**src/rlcs_defs.svh**
```systemverilog
`ifndef RLCS_DEFS_SVH
`define RLCS_DEFS_SVH

// Register offsets on the byte-wide register port.
`define RLCS_OFF_EDGE      8'h0b
`define RLCS_OFF_CONT      8'h0d
`define RLCS_OFF_SWPRE     8'h0e
`define RLCS_OFF_TMO_LO    8'h10
`define RLCS_OFF_TMO_HI    8'h11
`define RLCS_OFF_IRQ_STAT  8'h20
`define RLCS_OFF_IRQ_MASK  8'h21

// Field positions.
`define RLCS_SWING_LSB     4
`define RLCS_PRE_LSB       0
`define RLCS_CONT_B_N      5
`define RLCS_CONT_B_P      4
`define RLCS_CONT_A_N      1
`define RLCS_CONT_A_P      0
`define RLCS_IRQ_CONT_A    0
`define RLCS_IRQ_CONT_B    1
`define RLCS_IRQ_ABORT     2

// Reset values.
`define RLCS_RST_EDGE      8'h00
`define RLCS_RST_CODE      2'h0
`define RLCS_RST_TMO       8'hff
`define RLCS_RST_IRQ       3'h0

// Strap codes that the mapping produces.
`define RLCS_CODE_00       2'h0
`define RLCS_CODE_01       2'h1
`define RLCS_CODE_10       2'h2

// Final value of the boot counter; the straps are loaded one count before it, at edge 3 after
// release, the first edge at which the second synchroniser stage holds the pin level.
`define RLCS_STRAP_SETTLE  2'h3

`endif

```
**src/rlcs_pkg.sv**
```systemverilog
`default_nettype none
package rlcs_pkg;
	// Level seen on a three-level strap pin by its pad comparator.
	typedef enum logic [1:0] {
		RLCS_STRAP_LOW  = 2'b00,
		RLCS_STRAP_MID  = 2'b01,
		RLCS_STRAP_HIGH = 2'b10
	} rlcs_strap_t;

	// State of the turnaround timer.
	typedef enum logic {
		RLCS_TA_IDLE = 1'b0,
		RLCS_TA_RUN  = 1'b1
	} rlcs_ta_state_t;

	// One request on the register port.
	typedef struct packed {
		logic [7:0] addr;
		logic [7:0] wdata;
		logic       we;
		logic       re;
	} rlcs_bus_t;

	// High-speed transmitter settings handed to the analog lanes.
	typedef struct packed {
		logic [7:0] edge_rate;
		logic [1:0] swing;
		logic [1:0] preemph;
	} rlcs_hs_cfg_t;
endpackage : rlcs_pkg
`default_nettype wire

```
**src/rlcs_sync.sv**
```systemverilog
`default_nettype none
module rlcs_sync #(
	parameter int W = 1
) (
	input  wire logic         clk_i,
	input  wire logic         rst_n_i,
	input  wire logic [W-1:0] d_i,
	output logic      [W-1:0] q_o
);
	logic [W-1:0] meta_r;

	// Two stages; the first one is read only by the second.
	always_ff @(posedge clk_i or negedge rst_n_i) begin
		if (!rst_n_i) begin
			meta_r <= '0;
			q_o    <= '0;
		end else begin
			meta_r <= d_i;
			q_o    <= meta_r;
		end
	end
endmodule : rlcs_sync
`default_nettype wire

```
**src/rlcs_ta_timer.sv**
```systemverilog
`default_nettype none
module rlcs_ta_timer #(
	parameter int CW = 16
) (
	input  wire logic          clk_i,
	input  wire logic          rst_n_i,
	input  wire logic          tick_i,
	input  wire logic          req_i,
	input  wire logic          ack_i,
	input  wire logic [CW-1:0] reload_i,
	output logic               active_o,
	output logic               abort_o
);
	import rlcs_pkg::*;

	rlcs_ta_state_t st_r;
	logic [CW-1:0]  cnt_r;
	logic           expire;

	// Expiry only counts on a low-power transmit clock edge, never on the fast clock.
	assign expire = (st_r == RLCS_TA_RUN) && !req_i && !ack_i && tick_i && (cnt_r == '0);

	// A fresh request always reloads, even while a previous one still runs.
	always_ff @(posedge clk_i or negedge rst_n_i) begin
		if (!rst_n_i) begin
			st_r  <= RLCS_TA_IDLE;
			cnt_r <= '0;
		end else if (req_i) begin
			st_r  <= RLCS_TA_RUN; // [RQ10]
			cnt_r <= reload_i; // [RQ10]
		end else if (st_r == RLCS_TA_RUN) begin
			// Expiry coincides with a tick, so the order of these tests is the priority.
			if (ack_i) begin
				st_r <= RLCS_TA_IDLE; // [RQ10]
			end else if (expire) begin
				st_r <= RLCS_TA_IDLE; // [RQ11]
			end else if (tick_i) begin
				cnt_r <= cnt_r - 1'b1; // [RQ12]
			end
		end
	end

	// Outputs are registered so the top sees clean levels and pulses.
	always_ff @(posedge clk_i or negedge rst_n_i) begin
		if (!rst_n_i) begin
			active_o <= 1'b0;
			abort_o  <= 1'b0;
		end else begin
			active_o <= req_i || ((st_r == RLCS_TA_RUN) && !ack_i && !expire);
			abort_o  <= expire; // [RQ11]
		end
	end
endmodule : rlcs_ta_timer
`default_nettype wire

```
**src/rlcs_regs.sv**
```systemverilog
// Overview of operation
// RQ1: Four 2-bit high-speed edge-rate fields, lanes 3 down to 0, load from the edge-rate strap after reset and are software writable.
// RQ2: Edge-rate code 00 is 200 ps, 01 is 150 ps, 10 is 250 ps, 11 is 300 ps, and strap low, mid, high give 00, 01, 10.
// RQ3: Read-only side-B lane-0 negative and positive contention flags sit at bits 5 and 4, one when contention is seen.
// RQ4: Read-only side-A lane-0 negative and positive contention flags sit at bits 1 and 0 and reset to zero.
// RQ5: The swing field in bits 5:4 loads from both configuration straps after reset and stays writable.
// RQ6: Swing code 00 is 180 mV, 01 is 200 mV, 1X is 220 mV, and strap0 mid, or strap0 low with strap1 not high, gives 01.
// RQ7: The pre-emphasis field in bits 1:0 loads from strap1, mid or low giving 01 and high giving 1X, and stays writable.
// RQ8: Pre-emphasis code 00 is 1.5 dB, 01 is 0 dB and 1X is 2.5 dB.
// RQ9: The low byte of the 16-bit turnaround timeout is read-write and resets to all ones.
// RQ10: The turnaround timer reloads on a turnaround request and stops when the turnaround is acknowledged.
// RQ11: When the timer expires before the acknowledge the turnaround is abandoned.
// RQ12: The timer counts on the low-power transmit clock, not the high-speed clock.
// RQ13: The high byte of the turnaround timeout sits in the next register, read-write, resetting to all ones.
// RQ14: Reserved bits read as zero and writes to them do nothing.
`include "rlcs_defs.svh"
`default_nettype none
module rlcs_regs #(
	parameter int TMO_W = 16
) (
	input  wire logic                 clk_i,
	input  wire logic                 rst_n_i,
	input  wire rlcs_pkg::rlcs_bus_t  bus_i,
	output logic [7:0]                rdata_o,
	input  wire rlcs_pkg::rlcs_strap_t edge_rate_strap_i,
	input  wire rlcs_pkg::rlcs_strap_t config_strap0_i,
	input  wire rlcs_pkg::rlcs_strap_t config_strap1_i,
	input  wire logic                 sideb_lane0_neg_contention_i,
	input  wire logic                 sideb_lane0_pos_contention_i,
	input  wire logic                 sidea_lane0_neg_contention_i,
	input  wire logic                 sidea_lane0_pos_contention_i,
	input  wire logic                 low_power_transmit_clk_i,
	input  wire logic                 turnaround_req_i,
	input  wire logic                 turnaround_ack_i,
	output rlcs_pkg::rlcs_hs_cfg_t    hs_cfg_o,
	output logic                      turnaround_active_o,
	output logic                      turnaround_abort_o,
	output logic                      irq_o
);
	import rlcs_pkg::*;

	// Maps one edge-rate strap level to its field code.
	function automatic logic [1:0] edge_code(input rlcs_strap_t s);
		unique case (s)
			RLCS_STRAP_MID:  edge_code = `RLCS_CODE_01; // [RQ2]
			RLCS_STRAP_HIGH: edge_code = `RLCS_CODE_10; // [RQ2]
			default:         edge_code = `RLCS_CODE_00; // [RQ2]
		endcase
	endfunction : edge_code

	// Swing code from both configuration straps.
	function automatic logic [1:0] swing_code(input rlcs_strap_t s0, input rlcs_strap_t s1);
		if (s0 == RLCS_STRAP_HIGH) begin
			swing_code = `RLCS_CODE_10; // [RQ6]
		end else if (s0 == RLCS_STRAP_LOW && s1 == RLCS_STRAP_HIGH) begin
			swing_code = `RLCS_CODE_10; // [RQ6]
		end else begin
			swing_code = `RLCS_CODE_01; // [RQ6]
		end
	endfunction : swing_code

	// Write and read hit for one register offset.
	function automatic logic hit(input logic strobe, input logic [7:0] a, input logic [7:0] off);
		hit = strobe && (a == off);
	endfunction : hit

	logic [1:0]    boot_cnt_r;
	logic          strap_load;
	logic [7:0]    edge_r;
	logic [1:0]    swing_r;
	logic [1:0]    pre_r;
	logic [7:0]    tmo_lo_r;
	logic [7:0]    tmo_hi_r;
	logic [2:0]    irq_stat_r;
	logic [2:0]    irq_mask_r;
	logic [2:0]    irq_set;
	logic [3:0]    cont_s;
	logic [3:0]    cont_d_r;
	logic [5:0]    straps_s;
	logic [2:0]    ctl_s;
	logic          lpt_d_r;
	logic          req_d_r;
	logic          ack_d_r;
	logic          lpt_tick;
	logic          req_edge;
	logic          ack_edge;
	logic          ta_abort;
	logic          ta_active;
	logic [7:0]    cont_view;
	logic [7:0]    rd_nxt;
	rlcs_strap_t   es;
	rlcs_strap_t   s0;
	rlcs_strap_t   s1;

	// Strap pins are static but asynchronous, so they get the same two stages as the rest.
	rlcs_sync #(.W(6)) u_strap_sync (
		.clk_i  (clk_i),
		.rst_n_i(rst_n_i),
		.d_i    ({edge_rate_strap_i, config_strap0_i, config_strap1_i}),
		.q_o    (straps_s)
	);

	// Contention detectors run in the analog front end on their own timing.
	rlcs_sync #(.W(4)) u_cont_sync (
		.clk_i  (clk_i),
		.rst_n_i(rst_n_i),
		.d_i    ({sideb_lane0_neg_contention_i, sideb_lane0_pos_contention_i,
		          sidea_lane0_neg_contention_i, sidea_lane0_pos_contention_i}),
		.q_o    (cont_s)
	);

	// The low-power transmit clock is far slower than clk_i, so it is sampled, not used as a clock.
	rlcs_sync #(.W(3)) u_ctl_sync (
		.clk_i  (clk_i),
		.rst_n_i(rst_n_i),
		.d_i    ({low_power_transmit_clk_i, turnaround_req_i, turnaround_ack_i}),
		.q_o    (ctl_s)
	);

	assign es = rlcs_strap_t'(straps_s[5:4]);
	assign s0 = rlcs_strap_t'(straps_s[3:2]);
	assign s1 = rlcs_strap_t'(straps_s[1:0]);

	// Edge detection on the synchronised copies only.
	always_ff @(posedge clk_i or negedge rst_n_i) begin
		if (!rst_n_i) begin
			lpt_d_r  <= 1'b0;
			req_d_r  <= 1'b0;
			ack_d_r  <= 1'b0;
			cont_d_r <= 4'h0;
		end else begin
			lpt_d_r  <= ctl_s[2];
			req_d_r  <= ctl_s[1];
			ack_d_r  <= ctl_s[0];
			cont_d_r <= cont_s;
		end
	end

	assign lpt_tick = ctl_s[2] && !lpt_d_r; // [RQ12]
	assign req_edge = ctl_s[1] && !req_d_r;
	assign ack_edge = ctl_s[0] && !ack_d_r;

	// Straps are caught once the synchronisers hold the pin levels, never under reset.
	always_ff @(posedge clk_i or negedge rst_n_i) begin
		if (!rst_n_i) begin
			boot_cnt_r <= 2'h0;
		end else if (boot_cnt_r != `RLCS_STRAP_SETTLE) begin
			boot_cnt_r <= boot_cnt_r + 2'h1;
		end
	end

	assign strap_load = (boot_cnt_r == `RLCS_STRAP_SETTLE - 2'h1);

	// Edge-rate fields: strap load first, software after.
	always_ff @(posedge clk_i or negedge rst_n_i) begin
		if (!rst_n_i) begin
			edge_r <= `RLCS_RST_EDGE;
		end else if (strap_load) begin
			edge_r <= {4{edge_code(es)}}; // [RQ1]
		end else if (hit(bus_i.we, bus_i.addr, `RLCS_OFF_EDGE)) begin
			edge_r <= bus_i.wdata; // [RQ1]
		end
	end

	// Swing and pre-emphasis share one register; bits 7:6 and 3:2 are not stored.
	always_ff @(posedge clk_i or negedge rst_n_i) begin
		if (!rst_n_i) begin
			swing_r <= `RLCS_RST_CODE;
			pre_r   <= `RLCS_RST_CODE;
		end else if (strap_load) begin
			swing_r <= swing_code(s0, s1); // [RQ5]
			pre_r   <= (s1 == RLCS_STRAP_HIGH) ? `RLCS_CODE_10 : `RLCS_CODE_01; // [RQ7] [RQ8]
		end else if (hit(bus_i.we, bus_i.addr, `RLCS_OFF_SWPRE)) begin
			swing_r <= bus_i.wdata[`RLCS_SWING_LSB +: 2]; // [RQ5] [RQ14]
			pre_r   <= bus_i.wdata[`RLCS_PRE_LSB +: 2]; // [RQ7] [RQ8] [RQ14]
		end
	end

	// Turnaround timeout bytes; a change takes effect at the next request.
	always_ff @(posedge clk_i or negedge rst_n_i) begin
		if (!rst_n_i) begin
			tmo_lo_r <= `RLCS_RST_TMO; // [RQ9]
			tmo_hi_r <= `RLCS_RST_TMO; // [RQ13]
		end else begin
			if (hit(bus_i.we, bus_i.addr, `RLCS_OFF_TMO_LO)) begin
				tmo_lo_r <= bus_i.wdata; // [RQ9]
			end
			if (hit(bus_i.we, bus_i.addr, `RLCS_OFF_TMO_HI)) begin
				tmo_hi_r <= bus_i.wdata; // [RQ13]
			end
		end
	end

	rlcs_ta_timer #(.CW(TMO_W)) u_ta_timer (
		.clk_i   (clk_i),
		.rst_n_i (rst_n_i),
		.tick_i  (lpt_tick),
		.req_i   (req_edge),
		.ack_i   (ack_edge),
		.reload_i(TMO_W'({tmo_hi_r, tmo_lo_r})),
		.active_o(ta_active),
		.abort_o (ta_abort)
	);

	// New contention on either side, or an abandoned turnaround, raises a sticky bit.
	assign irq_set[`RLCS_IRQ_CONT_A] = |(cont_s[1:0] & ~cont_d_r[1:0]);
	assign irq_set[`RLCS_IRQ_CONT_B] = |(cont_s[3:2] & ~cont_d_r[3:2]);
	assign irq_set[`RLCS_IRQ_ABORT]  = ta_abort;

	// Write-one-to-clear, with a same-cycle event winning over the clear.
	always_ff @(posedge clk_i or negedge rst_n_i) begin
		if (!rst_n_i) begin
			irq_stat_r <= `RLCS_RST_IRQ;
		end else if (hit(bus_i.we, bus_i.addr, `RLCS_OFF_IRQ_STAT)) begin
			irq_stat_r <= (irq_stat_r & ~bus_i.wdata[2:0]) | irq_set;
		end else begin
			irq_stat_r <= irq_stat_r | irq_set;
		end
	end

	// Mask register; a one lets the matching status bit reach the line.
	always_ff @(posedge clk_i or negedge rst_n_i) begin
		if (!rst_n_i) begin
			irq_mask_r <= `RLCS_RST_IRQ;
		end else if (hit(bus_i.we, bus_i.addr, `RLCS_OFF_IRQ_MASK)) begin
			irq_mask_r <= bus_i.wdata[2:0];
		end
	end

	// Contention flags are live levels; the status register offers nothing to write.
	always_comb begin
		cont_view = 8'h00; // [RQ14]
		cont_view[`RLCS_CONT_B_N] = cont_s[3]; // [RQ3]
		cont_view[`RLCS_CONT_B_P] = cont_s[2]; // [RQ3]
		cont_view[`RLCS_CONT_A_N] = cont_s[1]; // [RQ4]
		cont_view[`RLCS_CONT_A_P] = cont_s[0]; // [RQ4]
	end

	// Read mux; an unmapped offset, or no read at all, returns zero.
	always_comb begin
		rd_nxt = 8'h00;
		if (bus_i.re) begin
			unique case (bus_i.addr)
				`RLCS_OFF_EDGE:     rd_nxt = edge_r;
				`RLCS_OFF_CONT:     rd_nxt = cont_view;
				`RLCS_OFF_SWPRE:    rd_nxt = {2'h0, swing_r, 2'h0, pre_r}; // [RQ14]
				`RLCS_OFF_TMO_LO:   rd_nxt = tmo_lo_r;
				`RLCS_OFF_TMO_HI:   rd_nxt = tmo_hi_r;
				`RLCS_OFF_IRQ_STAT: rd_nxt = {5'h00, irq_stat_r};
				`RLCS_OFF_IRQ_MASK: rd_nxt = {5'h00, irq_mask_r};
				default:            rd_nxt = 8'h00;
			endcase
		end
	end

	// All top outputs come from flops.
	always_ff @(posedge clk_i or negedge rst_n_i) begin
		if (!rst_n_i) begin
			rdata_o             <= 8'h00;
			irq_o               <= 1'b0;
			hs_cfg_o            <= '0;
			turnaround_active_o <= 1'b0;
			turnaround_abort_o  <= 1'b0;
		end else begin
			rdata_o             <= rd_nxt;
			irq_o               <= |(irq_stat_r & irq_mask_r);
			hs_cfg_o            <= '{edge_rate: edge_r, swing: swing_r, preemph: pre_r};
			turnaround_active_o <= ta_active;
			turnaround_abort_o  <= ta_abort; // [RQ11]
		end
	end
endmodule : rlcs_regs
`default_nettype wire

```
**config.mk**
```make
export PLATFORM = sky130hd
export DESIGN_NAME = rlcs_regs
export DESIGN_NICKNAME = d
export VERILOG_FILES = /design/src/rlcs_pkg.sv /design/src/rlcs_sync.sv /design/src/rlcs_ta_timer.sv /design/src/rlcs_regs.sv
export VERILOG_INCLUDE_DIRS = /design/src
export SDC_FILE = /design/constraint.sdc
export NUM_CORES = 1
export LEC_CHECK = 0
export BUFFER_PORTS_ARGS = -buffer_cell sky130_fd_sc_hd__buf_4
export CAP_MARGIN = 10
export CORE_MARGIN = 5
export CORE_UTILIZATION = 44
export DETAILED_ROUTE_END_ITERATION = 16
export GPL_ROUTABILITY_DRIVEN = 0
export GPL_TIMING_DRIVEN = 1
export PLACE_DENSITY = 0.67
export SYNTH_ARGS = -nofsm -noshare
export SYNTH_HDL_FRONTEND = slang
export SYNTH_SLANG_ARGS = --single-unit
```
**constraint.sdc**
```tcl
create_clock -name clk_i -period 7.3 [get_ports clk_i]
set_clock_uncertainty 0.15 [all_clocks]
set_input_delay 0.365 -clock clk_i [delete_from_list [all_inputs] [get_ports clk_i]]
set_output_delay 0.365 -clock clk_i [all_outputs]
set_load 0.005 [all_outputs]
```
## Yosys cells after proc, flatten, opt, wreduce, memory -nomap -nowiden

Cells that the tools add are included.

- Bitwise logic cells: 9
- Add/sub/neg operators: 2
- Equality and inequality tests: 15
- Muxes and demuxes: 22
- Reduce and logical (&&, ||, !) cells: 33

Operators with widths:

| operator | count |
|---|---|
| two-way mux 16 bit | 5 |
| one-hot mux 8 bit (7 select lines) | 1 |
| equality test 8 x 4 -> 1 bit (second input constant) | 3 |
| two-way mux 8 bit | 3 |
| equality test 8 x 5 -> 1 bit (second input constant) | 2 |
| equality test 8 x 6 -> 1 bit (second input constant) | 2 |
| logical AND 1 bit | 16 |
| logical NOT 16 bit | 1 |
| subtractor 16 x 1 -> 16 bit (second input constant) | 1 |
| two-way mux 2 bit | 7 |
| equality test 2 bit (second input constant) | 4 |
| nonzero test 2 bit | 4 |
| AND 3 bit | 2 |
| logical NOT 1 bit | 6 |
| bitwise OR 3 bit | 2 |
| AND 2 bit | 2 |
| two-way mux 1 bit | 4 |
| != test 2 x 1 -> 1 bit (second input constant) | 2 |
| NOT 2 bit | 2 |
| one-hot mux 2 bit (2 select lines) | 1 |
| AND reduction 4 bit | 1 |
| OR reduction 2 bit | 2 |
| two-way mux 3 bit | 1 |
| NOT 3 bit | 1 |
| 6 further kinds | 6 |

- Output and inout port bits: 23
- Register bits: 111
- Logic and storage cells: 110
- Bits of input ports: 33

## Logic depth before layout (Yosys ltp)

Gate-level depths: netlist of the first run.

- Word-level depth: 11
- Mapped depth: 8

## Hierarchy

From an unflattened synthesis of the first run, not the netlist that was laid out.

- Cells, all modules: 360
- Area, all modules: 4665.7 µm²

By module, submodules not included:

| module | sequential area each (µm²) | area each (µm²) | instances | cells each |
|---|---|---|---|---|
| rlcs_regs | 1671.6 | 2916.5 | 1 | 218 |
| rlcs_ta_timer | 475.5 | 1098.6 | 1 | 116 |
| rlcs_sync (u_strap_sync) | 300.3 | 300.3 | 1 | 12 |
| rlcs_sync (u_cont_sync) | 200.2 | 200.2 | 1 | 8 |
| rlcs_sync (u_ctl_sync) | 150.1 | 150.1 | 1 | 6 |

## Worst setup path before layout of the first run

OpenSTA, ideal clock, no wires.

- Path type: reg2reg
- Start point: register u_ta_timer.cnt_r[7]
- End point: register u_ta_timer.cnt_r[14]
- Clock period less this slack: 2501 ps
- Arrival: 2269 ps
- Setup slack: 4799 ps
- Stages on the path, launching flop included: 7
- Path through: dfrtp_1 > or4_4 > or2_0 > buf_2 > or3_4 > or4_1 > a31oi_1

- Cells in the longest elaborated chain, start to end: 6

RTL lines:

| what | line | text |
|---|---|---|
| start, declared | rlcs_ta_timer.sv:17 | `logic [CW-1:0] cnt_r;` |
| start signal, assigned | rlcs_ta_timer.sv:30 | `cnt_r <= reload_i;` |
| start signal, assigned | rlcs_ta_timer.sv:38 | `cnt_r <= cnt_r - 1'b1;` |
| subtractor 16 x 1 -> 16 bit | rlcs_ta_timer.sv:38 |  |
| two-way mux 16 bit | rlcs_ta_timer.sv:37 | `end else if (tick_i) begin` |
| two-way mux 16 bit | rlcs_ta_timer.sv:35 | `end else if (expire) begin` |
| two-way mux 16 bit | rlcs_ta_timer.sv:33 | `if (ack_i) begin` |
| two-way mux 16 bit | rlcs_ta_timer.sv:31 | `end else if (st_r == RLCS_TA_RUN) begin` |
| two-way mux 16 bit | rlcs_ta_timer.sv:28 | `end else if (req_i) begin` |

Parallel ways exist; a longest one is shown, timed or not. The select of a mux whose other input is x is not followed.
A chain may end at the register's enable or synchronous reset.

## Worst setup path after layout of the first run

- Start point: register u_ta_timer.cnt_r[0]
- End point: register u_ta_timer.cnt_r[14]

The elaborated chain is that of the path after synthesis.

==> results of run 1 <==
[per-layer routing]
metal | vias to the layer above | wire, um | GRT usage
met5 | - | 0 | 0
met4 | 0 | 144 | 0.04680
met3 | 15 | 517 | 0.03493
met2 | 96 | 4772 | 0.2621
met1 | 1605 | 4334 | 0.2323
li1 | 1509 | - | -
[final cells by class]
cell class	count	area (um2)	area share
Sequential cell	111	2798	0.5223
Inverter	13	48.80	0.009110
Clock buffer	9	123.9	0.02313
Multi-Input combinational cell	246	1575	0.2941
Clock inverter	7	83.83	0.01565
Tap cell	133	166.4	0.03107
Timing Repair Buffer	70	560.5	0.1046
[state kept, by name (all words and copies together) (netlist names), 2 cells and up]
name / cells
hs_cfg_o: 12
u_cont_sync.meta_r: 4
u_ctl_sync.meta_r: 3
u_strap_sync.meta_r: 6
rdata_o: 8
cont_d_r: 4
boot_cnt_r: 2
irq_mask_r: 3
pre_r: 2
u_strap_sync.q_o: 6
u_ctl_sync.q_o: 3
irq_stat_r: 3
u_cont_sync.q_o: 4
u_ta_timer.cnt_r: 16
tmo_lo_r: 8
edge_r: 8
swing_r: 2
tmo_hi_r: 8
[cells in the final DEF, fill, tap and decap left out, drive strengths merged, types with 7 or more instances in the layout]
master	count
a21oi	16
a22oi	11
a31oi	7
buf	56
clkbuf	9
clkinv	8
dfrtp	95
dfstp	16
dlygate4sd3	14
inv	12
mux2	24
nand2	38
nor2	27
nor2b	8
nor3	9
o21ai	30
[metrics by stage]
stage / cells / utilization / cell area (um2)
floorplan: 383 / - / 4472
global placement: 559 / 0.5077 / 5009
detailed placement: 559 / 0.5077 / 5009
CTS: 589 / 0.5430 / 5356
global route: 589 / 0.5430 / 5356
finish: 589 / 0.5430 / 5356
[power groups by stage]
stage | Combinational [mW] | Sequential [mW] | Clock (mW)
floorplan | 0.0895 | 0.697 | 0
global placement | 0.144 | 0.705 | 0
detailed placement | 0.148 | 0.707 | 0
CTS | 0.154 | 0.695 | 0.373
global route | 0.172 | 0.702 | 0.399
finish | 0.153 | 0.695 | 0.358
[logic make-up after synthesis]
kind of cell | Yosys count
XOR/XNOR | 6
adder cells (fa/ha/maj) | 3
multiplexers | 26
AO/OA/AOI/OAI | 88
buffers and inverters | 26
flip-flops | 111
AND/OR/NAND/NOR | 123
[path summary, 6_finish.rpt]
kind	end	slack (ns)	cells after the start
min in group asynchronous	u_ctl_sync.meta_r[1]	0.41	2
worst min register to register	u_strap_sync.q_o[0]	0.21	0
worst min-delay path	tmo_lo_r[3]	0.10	2
worst max-delay path	u_ta_timer.cnt_r[14]	4.67	6
max in group asynchronous	hs_cfg_o[11]	5.47	3
worst max register to register	u_ta_timer.cnt_r[14]	4.67	6
==> report_table.html, run 1 <==
<table>
<tr><th>Metric</th><th>Value</th></tr>
<tr><th colspan="2">Detailed routing</th></tr>
<tr><td>First drt pass iteration count</td><td>4</td></tr>
<tr><td>Number of vias per cell after detailed routing</td><td>5.475</td></tr>
<tr><td>Aggregate routed wire length</td><td>9768 um</td></tr>
<tr><td>Per-cell routed wire length</td><td>16.58 um</td></tr>
<tr><td>Count of vias placed by the detailed router</td><td>3,225</td></tr>
<tr><td>Iteration-0 DRC Markers</td><td>187</td></tr>
<tr><td>Detail Route Antenna Nets</td><td>0</td></tr>
<tr><td>DRC violations left</td><td>0</td></tr>
<tr><th colspan="2">Power and ir drop</th></tr>
<tr><td>Switching portion of total power</td><td>0.2802</td></tr>
<tr><td>Internal power contribution</td><td>868.3 uW</td></tr>
<tr><td>Power Dens Cells</td><td>225.2 nW/um2</td></tr>
<tr><td>Leakage power</td><td>2.369 nW</td></tr>
<tr><td>Power share of the sequential group</td><td>0.576</td></tr>
<tr><td>Worst ir drop on vdd</td><td>0.1326 mV</td></tr>
<tr><td>Part of the total power dissipated in the clock network</td><td>0.297</td></tr>
<tr><td>Combinational group share of total power</td><td>0.127</td></tr>
<tr><td>Switch Pwr</td><td>338.0 uW</td></tr>
<tr><td>Overall Power</td><td>1.206 mW</td></tr>
<tr><th colspan="2">Place</th></tr>
<tr><td>Final HPWL DP</td><td>7140 um</td></tr>
<tr><td>Port buffer count</td><td>55</td></tr>
<tr><td>Post-placement worst setup slack</td><td>4.697 ns</td></tr>
<tr><th colspan="2">STA</th></tr>
<tr><td>Final hold viol count</td><td>0</td></tr>
<tr><td>Final Max Tran Viols</td><td>0</td></tr>
<tr><td>Number of setup violations in the final report</td><td>0</td></tr>
<tr><td>RSZ-0062 raised after global routing</td><td>false</td></tr>
<tr><td>Tightest Pin Transition</td><td>1.102 ns</td></tr>
<tr><td>Worst slew margin</td><td>0.2641</td></tr>
<tr><td>Achievable Freq</td><td>380.3 MHz</td></tr>
<tr><td>Clock period minus worst slack</td><td>2.630 ns</td></tr>
<tr><td>Final Cycle Share</td><td>0.3602</td></tr>
<tr><td>Setup slack of the critical path after layout</td><td>4.670 ns</td></tr>
<tr><td>Total negative setup slack</td><td>0 ns</td></tr>
<tr><td>Worst hold slack</td><td>0.1009 ns</td></tr>
<tr><th colspan="2">Logic synthesis</th></tr>
<tr><td>Cell variety after synth</td><td>51</td></tr>
<tr><td>Dominant combinational cell family by area after synthesis</td><td>simple AND/OR/NAND/NOR gates</td></tr>
<tr><td>Fraction of synthesized cell area in xor and xnor cells</td><td>0.01175</td></tr>
<tr><td>Post-Syn Area</td><td>4472 um2</td></tr>
<tr><td>Net Count, Synth</td><td>419</td></tr>
<tr><td>Count of flip-flops with a built-in enable after synthesis</td><td>0</td></tr>
<tr><td>Most frequent cells after synthesis</td><td>95 x dfrtp_1, 38 x nand2_1, 29 x o21ai_0, 27 x nor2_1, 24 x mux2_2</td></tr>
<tr><td>Number of synthesized register bits</td><td>111</td></tr>
<tr><td>Predominant post-synthesis flop cell</td><td>dfrtp_1</td></tr>
<tr><td>Top cells by area in the synthesized netlist</td><td>dfrtp_1 53%, dfstp_2 9.4%, mux2_2 6.0%</td></tr>
<tr><td>Yosys synthesis warning count</td><td>0</td></tr>
<tr><td>Syn_area_per_cell</td><td>11.68 um2</td></tr>
<tr><td>Complex-gate fraction of the synthesized area</td><td>0.1251</td></tr>
<tr><td>Fraction of synthesized cell area taken by the top area cell type</td><td>0.5316</td></tr>
<tr><td>Simple-gate area share of the yosys netlist</td><td>0.1421</td></tr>
<tr><td>Most numerous cell in the Yosys netlist</td><td>dfrtp_1</td></tr>
<tr><td>Top cell type by total area after synthesis</td><td>dfrtp_1</td></tr>
<tr><td>Share of the yosys chip area belonging to registers</td><td>0.6256</td></tr>
<tr><td>Share of synthesized cell area in full adder, half adder and majority cells</td><td>0.008394</td></tr>
<tr><td>Gate Count Post-Synth</td><td>383</td></tr>
<tr><td>Share of flip-flops with an asynchronous set or reset after synthesis</td><td>1.000</td></tr>
<tr><td>Share of cell area taken by muxes after synthesis</td><td>0.06491</td></tr>
<tr><th colspan="2">Die</th></tr>
<tr><td>Core footprint</td><td>9864 um2</td></tr>
<tr><td>Die area</td><td>12,280 um2</td></tr>
<tr><td>Number of cell rows</td><td>36</td></tr>
<tr><td>Number of top-level pins</td><td>56</td></tr>
<tr><td>Y dimension of the die</td><td>110.8 um</td></tr>
<tr><td>Starting density of the core</td><td>0.4533</td></tr>
<tr><td>Die outline width</td><td>110.8 um</td></tr>
<tr><th colspan="2">Worst setup path</th></tr>
<tr><td>CP arrival</td><td>2.77 ns</td></tr>
<tr><td>Crit. Startpoint</td><td>u_ta_timer.cnt_r[0]</td></tr>
<tr><td>Slowest stage cell on the critical path</td><td>or4b_1</td></tr>
<tr><td>Required time at the worst-slack endpoint</td><td>7.44 ns</td></tr>
<tr><td>CP cell instances</td><td>inv_1, ha_1, or4b_1, or3_4, or4_1, a31oi_1</td></tr>
<tr><td>Largest incremental delay on the critical path</td><td>0.60 ns</td></tr>
<tr><td>Element type at the critical path end</td><td>flop</td></tr>
<tr><td>Total buffers and inverters traversed by the critical path</td><td>1</td></tr>
<tr><td>Category of the worst setup path launch point</td><td>flop</td></tr>
<tr><td>Startpoint-to-endpoint class of the critical path</td><td>reg2reg</td></tr>
<tr><td>Dominant delay contributor by cell family on the critical path</td><td>simple AND/OR/NAND/NOR gates</td></tr>
<tr><td>Worst reg2reg startpoint</td><td>u_ta_timer.cnt_r[0]</td></tr>
<tr><td>Worst-path fanout max</td><td>7</td></tr>
<tr><th colspan="2">Global route</th></tr>
<tr><td>Vias in the first global route</td><td>3,201</td></tr>
<tr><td>Leftover overflow at the end of global routing</td><td>0</td></tr>
<tr><td>Global-route wire length before repair</td><td>16,390 um</td></tr>
<tr><td>GR Util All Layers</td><td>0.1658</td></tr>
<tr><td>Largest net degree at the start of global routing</td><td>58</td></tr>
<tr><td>Antenna violations before repair</td><td>0</td></tr>
<tr><th colspan="2">Layout</th></tr>
<tr><td>Fill count</td><td>834</td></tr>
<tr><td>Area growth from synthesis to layout</td><td>19.78%</td></tr>
<tr><td>Final #Nets</td><td>487</td></tr>
<tr><td>Fraction of final layout cells sized beyond drive strength 1</td><td>0.2566</td></tr>
<tr><td>Number of diodes added for antenna fixing</td><td>0</td></tr>
<tr><th colspan="2">CTS</th></tr>
<tr><td>Hold Buf Count CTS</td><td>14</td></tr>
<tr><td>Post-CTS setup repair buffer count</td><td>0</td></tr>
<tr><td>Clock latency on the worst-skew pair</td><td>0.37 ns</td></tr>
<tr><td>CTS Buf Count</td><td>9</td></tr>
<tr><td>Max clock buf depth</td><td>2</td></tr>
<tr><td>Clock root buffer</td><td>clkbuf_8</td></tr>
<tr><td>Count of instances resized after the clock tree is built</td><td>0</td></tr>
<tr><td>Clock-pin slew on the worst setup and hold paths</td><td>0.11 ns</td></tr>
<tr><td>Count of H-tree levels built during CTS</td><td>3</td></tr>
<tr><td>Clk sink count</td><td>111</td></tr>
<tr><td>TritonCTS clock tree</td><td>done</td></tr>
<tr><th colspan="2">Flow run</th></tr>
<tr><td>Max-cap viol count</td><td>0</td></tr>
<tr><th colspan="2">Outcome</th></tr>
<tr><td>Run status</td><td>finished clean</td></tr>
<tr><th colspan="2">Min path</th></tr>
<tr><td>Hold WC Path Type</td><td>in2reg</td></tr>
<tr><td>Min-delay src</td><td>bus_i[5]</td></tr>
</table>
No activity file was read; power rests on OpenSTA's default activity.
==> inputs of run 2 (changes only) <==
clock period = 2.6 ns   (was 7.3 ns; I/O delays follow)
==> report_table.html, run 2 (synthesized netlist as in run 1, its figures left out) <==
<table>
<tr><th>Metric</th><th>Value</th></tr>
<tr><th colspan="2">STA</th></tr>
<tr><td>Total negative setup slack</td><td>0 ns (unchanged)</td></tr>
<tr><td>Setup slack of the critical path after layout</td><td>0.1182 ns (-4.552 ns)</td></tr>
<tr><td>Clock period minus worst slack</td><td>2.482 ns (-0.1480 ns)</td></tr>
<tr><td>Tightest Pin Transition</td><td>0.9670 ns (-0.1346 ns)</td></tr>
<tr><td>Final hold viol count</td><td>0 (unchanged)</td></tr>
<tr><td>Number of setup violations in the final report</td><td>0 (unchanged)</td></tr>
<tr><td>Achievable Freq</td><td>402.9 MHz (+6.0%)</td></tr>
<tr><td>Final Max Tran Viols</td><td>0 (unchanged)</td></tr>
<tr><td>Final Cycle Share</td><td>0.9545 (+0.5943)</td></tr>
<tr><td>Worst slew margin</td><td>0.3553 (+0.09128)</td></tr>
<tr><th colspan="2">Global route</th></tr>
<tr><td>Vias in the first global route</td><td>3,269 (+2.1%)</td></tr>
<tr><td>GR Util All Layers</td><td>0.1660 (about the same)</td></tr>
<tr><td>Largest net degree at the start of global routing</td><td>66 (+14%)</td></tr>
<tr><td>Antenna violations before repair</td><td>0 (unchanged)</td></tr>
<tr><td>Global-route wire length before repair</td><td>16,660 um (+1.6%)</td></tr>
<tr><td>Leftover overflow at the end of global routing</td><td>0 (unchanged)</td></tr>
<tr><th colspan="2">Worst setup path</th></tr>
<tr><td>Register-to-register setup slack</td><td>0.12 ns (-4.55 ns)</td></tr>
<tr><td>Slowest stage cell on the critical path</td><td>or4b_4</td></tr>
<tr><td>CP cell instances</td><td>inv_1, ha_1, or4b_4, or3_4, or4_1, a31oi_1</td></tr>
<tr><td>Element type at the critical path end</td><td>flop</td></tr>
<tr><td>Worst-path fanout max</td><td>7 (unchanged)</td></tr>
<tr><td>Dominant delay contributor by cell family on the critical path</td><td>simple AND/OR/NAND/NOR gates</td></tr>
<tr><td>CP arrival</td><td>2.63 ns (-0.14 ns)</td></tr>
<tr><td>Total buffers and inverters traversed by the critical path</td><td>1 (unchanged)</td></tr>
<tr><td>Largest incremental delay on the critical path</td><td>0.52 ns (-0.08 ns)</td></tr>
<tr><td>Category of the worst setup path launch point</td><td>flop</td></tr>
<tr><td>Startpoint-to-endpoint class of the critical path</td><td>reg2reg</td></tr>
<tr><td>Required time at the worst-slack endpoint</td><td>2.75 ns (-4.69 ns)</td></tr>
<tr><th colspan="2">CTS</th></tr>
<tr><td>Count of H-tree levels built during CTS</td><td>3 (unchanged)</td></tr>
<tr><td>Clock latency on the worst-skew pair</td><td>0.37 ns (about the same)</td></tr>
<tr><td>Max clock buf depth</td><td>2 (unchanged)</td></tr>
<tr><td>TritonCTS clock tree</td><td>done</td></tr>
<tr><td>Clk sink count</td><td>111 (unchanged)</td></tr>
<tr><td>CTS Buf Count</td><td>9 (unchanged)</td></tr>
<tr><td>Clock-pin slew on the worst setup and hold paths</td><td>0.12 ns (about the same)</td></tr>
<tr><td>Clock root buffer</td><td>clkbuf_8</td></tr>
<tr><th colspan="2">Power and ir drop</th></tr>
<tr><td>Leakage power</td><td>2.455 nW (+3.6%)</td></tr>
<tr><td>Overall Power</td><td>3.468 mW (+190%)</td></tr>
<tr><td>Power Dens Cells</td><td>627.9 nW/um2 (+180%)</td></tr>
<tr><td>Worst ir drop on vdd</td><td>0.3775 mV (+180%)</td></tr>
<tr><th colspan="2">Die</th></tr>
<tr><td>Number of cell rows</td><td>36 (unchanged)</td></tr>
<tr><td>Y dimension of the die</td><td>110.8 um (unchanged)</td></tr>
<tr><td>Core footprint</td><td>9864 um2 (unchanged)</td></tr>
<tr><td>Die area</td><td>12,280 um2 (unchanged)</td></tr>
<tr><td>Die outline width</td><td>110.8 um (unchanged)</td></tr>
<tr><td>Number of top-level pins</td><td>56 (unchanged)</td></tr>
<tr><td>Starting density of the core</td><td>0.4533 (unchanged)</td></tr>
<tr><th colspan="2">Layout</th></tr>
<tr><td>Fraction of final layout cells sized beyond drive strength 1</td><td>0.2685 (+0.01192)</td></tr>
<tr><td>Max FFs per register</td><td>16 (unchanged)</td></tr>
<tr><td>Register bank with the most flops</td><td>u_ta_timer.cnt_r</td></tr>
<tr><td>Most common library cell in the layout ignoring fill and taps</td><td>dfrtp_1</td></tr>
<tr><td>Area growth from synthesis to layout</td><td>23.50%</td></tr>
<tr><td>Final standard cell count with taps included and fillers excluded</td><td>606 (+2.9%)</td></tr>
<tr><td>Commonest cells after routing, fill and taps aside</td><td>95 x dfrtp_1, 64 x buf_4, 38 x nand2_1</td></tr>
<tr><td>Largest registers</td><td>u_ta_timer.cnt_r: 16 flops, hs_cfg_o: 12 flops</td></tr>
<tr><td>Fill count</td><td>862 (+3.4%)</td></tr>
<tr><td>Number of diodes added for antenna fixing</td><td>0 (unchanged)</td></tr>
<tr><td>Final #Nets</td><td>504 (+3.5%)</td></tr>
<tr><td>Share of the core filled with cells in the final layout</td><td>0.5599 (+0.01687)</td></tr>
<tr><th colspan="2">Detailed routing</th></tr>
<tr><td>Aggregate routed wire length</td><td>9882 um (+1.2%)</td></tr>
<tr><td>Highest signal layer in the routed design</td><td>met4</td></tr>
<tr><td>Iteration-0 DRC Markers</td><td>151 (-19%)</td></tr>
<tr><td>Met3 wire length</td><td>455 um (-12%)</td></tr>
<tr><td>Wire length on met2</td><td>4762 um (-0.21%)</td></tr>
<tr><td>Detail Route Antenna Nets</td><td>0 (unchanged)</td></tr>
<tr><td>Number of vias per cell after detailed routing</td><td>5.284 (-3.5%)</td></tr>
<tr><td>DRC violations left</td><td>0 (unchanged)</td></tr>
<tr><td>Wire length on met1</td><td>4571 um (+5.5%)</td></tr>
<tr><td>First drt pass iteration count</td><td>4 (unchanged)</td></tr>
<tr><td>Per-cell routed wire length</td><td>16.31 um (-1.7%)</td></tr>
<tr><td>Count of vias placed by the detailed router</td><td>3,202 (-0.71%)</td></tr>
<tr><th colspan="2">Place</th></tr>
<tr><td>Port buffer count</td><td>55 (unchanged)</td></tr>
<tr><td>DP Cell Count</td><td>568 (+1.6%)</td></tr>
<tr><td>Post-placement worst setup slack</td><td>0.06118 ns (-4.636 ns)</td></tr>
<tr><td>Final HPWL DP</td><td>7181 um (+0.57%)</td></tr>
<tr><th colspan="2">Flow run</th></tr>
<tr><td>Max-cap viol count</td><td>0 (unchanged)</td></tr>
<tr><th colspan="2">Min path</th></tr>
<tr><td>Hold WC Path Type</td><td>in2reg</td></tr>
<tr><th colspan="2">Outcome</th></tr>
<tr><td>Run status</td><td>finished clean</td></tr>
</table>
-- run 2: timing repair --
action                                  in CTS  in global routing
hold buffers                                22                  0
resized for setup                            0                  1
hold endpoints to repair                    89                  0
buffers inserted                             0                  0
endpoints found under the setup margin       0                  2
-- run 2: area by class of cell --
cell class              count  area (um2)  area share
repair buffers             87       720.7      0.1305
inverters                  13       48.80    0.008836
flip-flops and latches    111        2798      0.5066
multi-input cells         246        1579      0.2859
well taps                 133       166.4     0.03013
clock buffers               9       123.9     0.02243
clock inverters             7       86.33     0.01563
-- run 2: power by group --
group	switching (mW)	internal [mW]
registers	0.0923	1.86
clock network	0.657	0.389
logic	0.236	0.233
total	0.986	2.48
-- run 2: stage by stage --
step | hold WS [ns] | instance area (um2)
floorplan | -0.3156 | 4472
global placement | 0.02376 | 5089
detailed placement | 0.02923 | 5089
CTS | 0.02679 | 5519
global route | 0.05114 | 5523
finish | 0.03868 | 5523
-- run 2: final timing paths --
check,startpoint,end,depth (start not counted)
min,bus_i[0],rdata_o[1],4
min reg2reg,u_strap_sync.meta_r[3],u_strap_sync.q_o[3],0
max reg2reg,u_ta_timer.cnt_r[0],u_ta_timer.cnt_r[14],6
max in group asynchronous,rst_n_i,tmo_lo_r[5],3
min in group asynchronous,rst_n_i,u_ta_timer.cnt_r[7],2
max,u_ta_timer.cnt_r[0],u_ta_timer.cnt_r[14],6
-- run 2: tightest hold or removal path, delay by kind of cell --
kind	cells	cell delay, ns
and+or+nand+nor	1	0.06
buffers and inverters	2	0.27
AOI/OAI and AO/OA	1	0.08
-- run 2: metal layers --
metal | vias to the layer above | global-route usage
li1 | 1543 | -
met5 | - | 0
met4 | 0 | 0.03859
met1 | 1596 | 0.2342
met2 | 54 | 0.2629
met3 | 9 | 0.03712
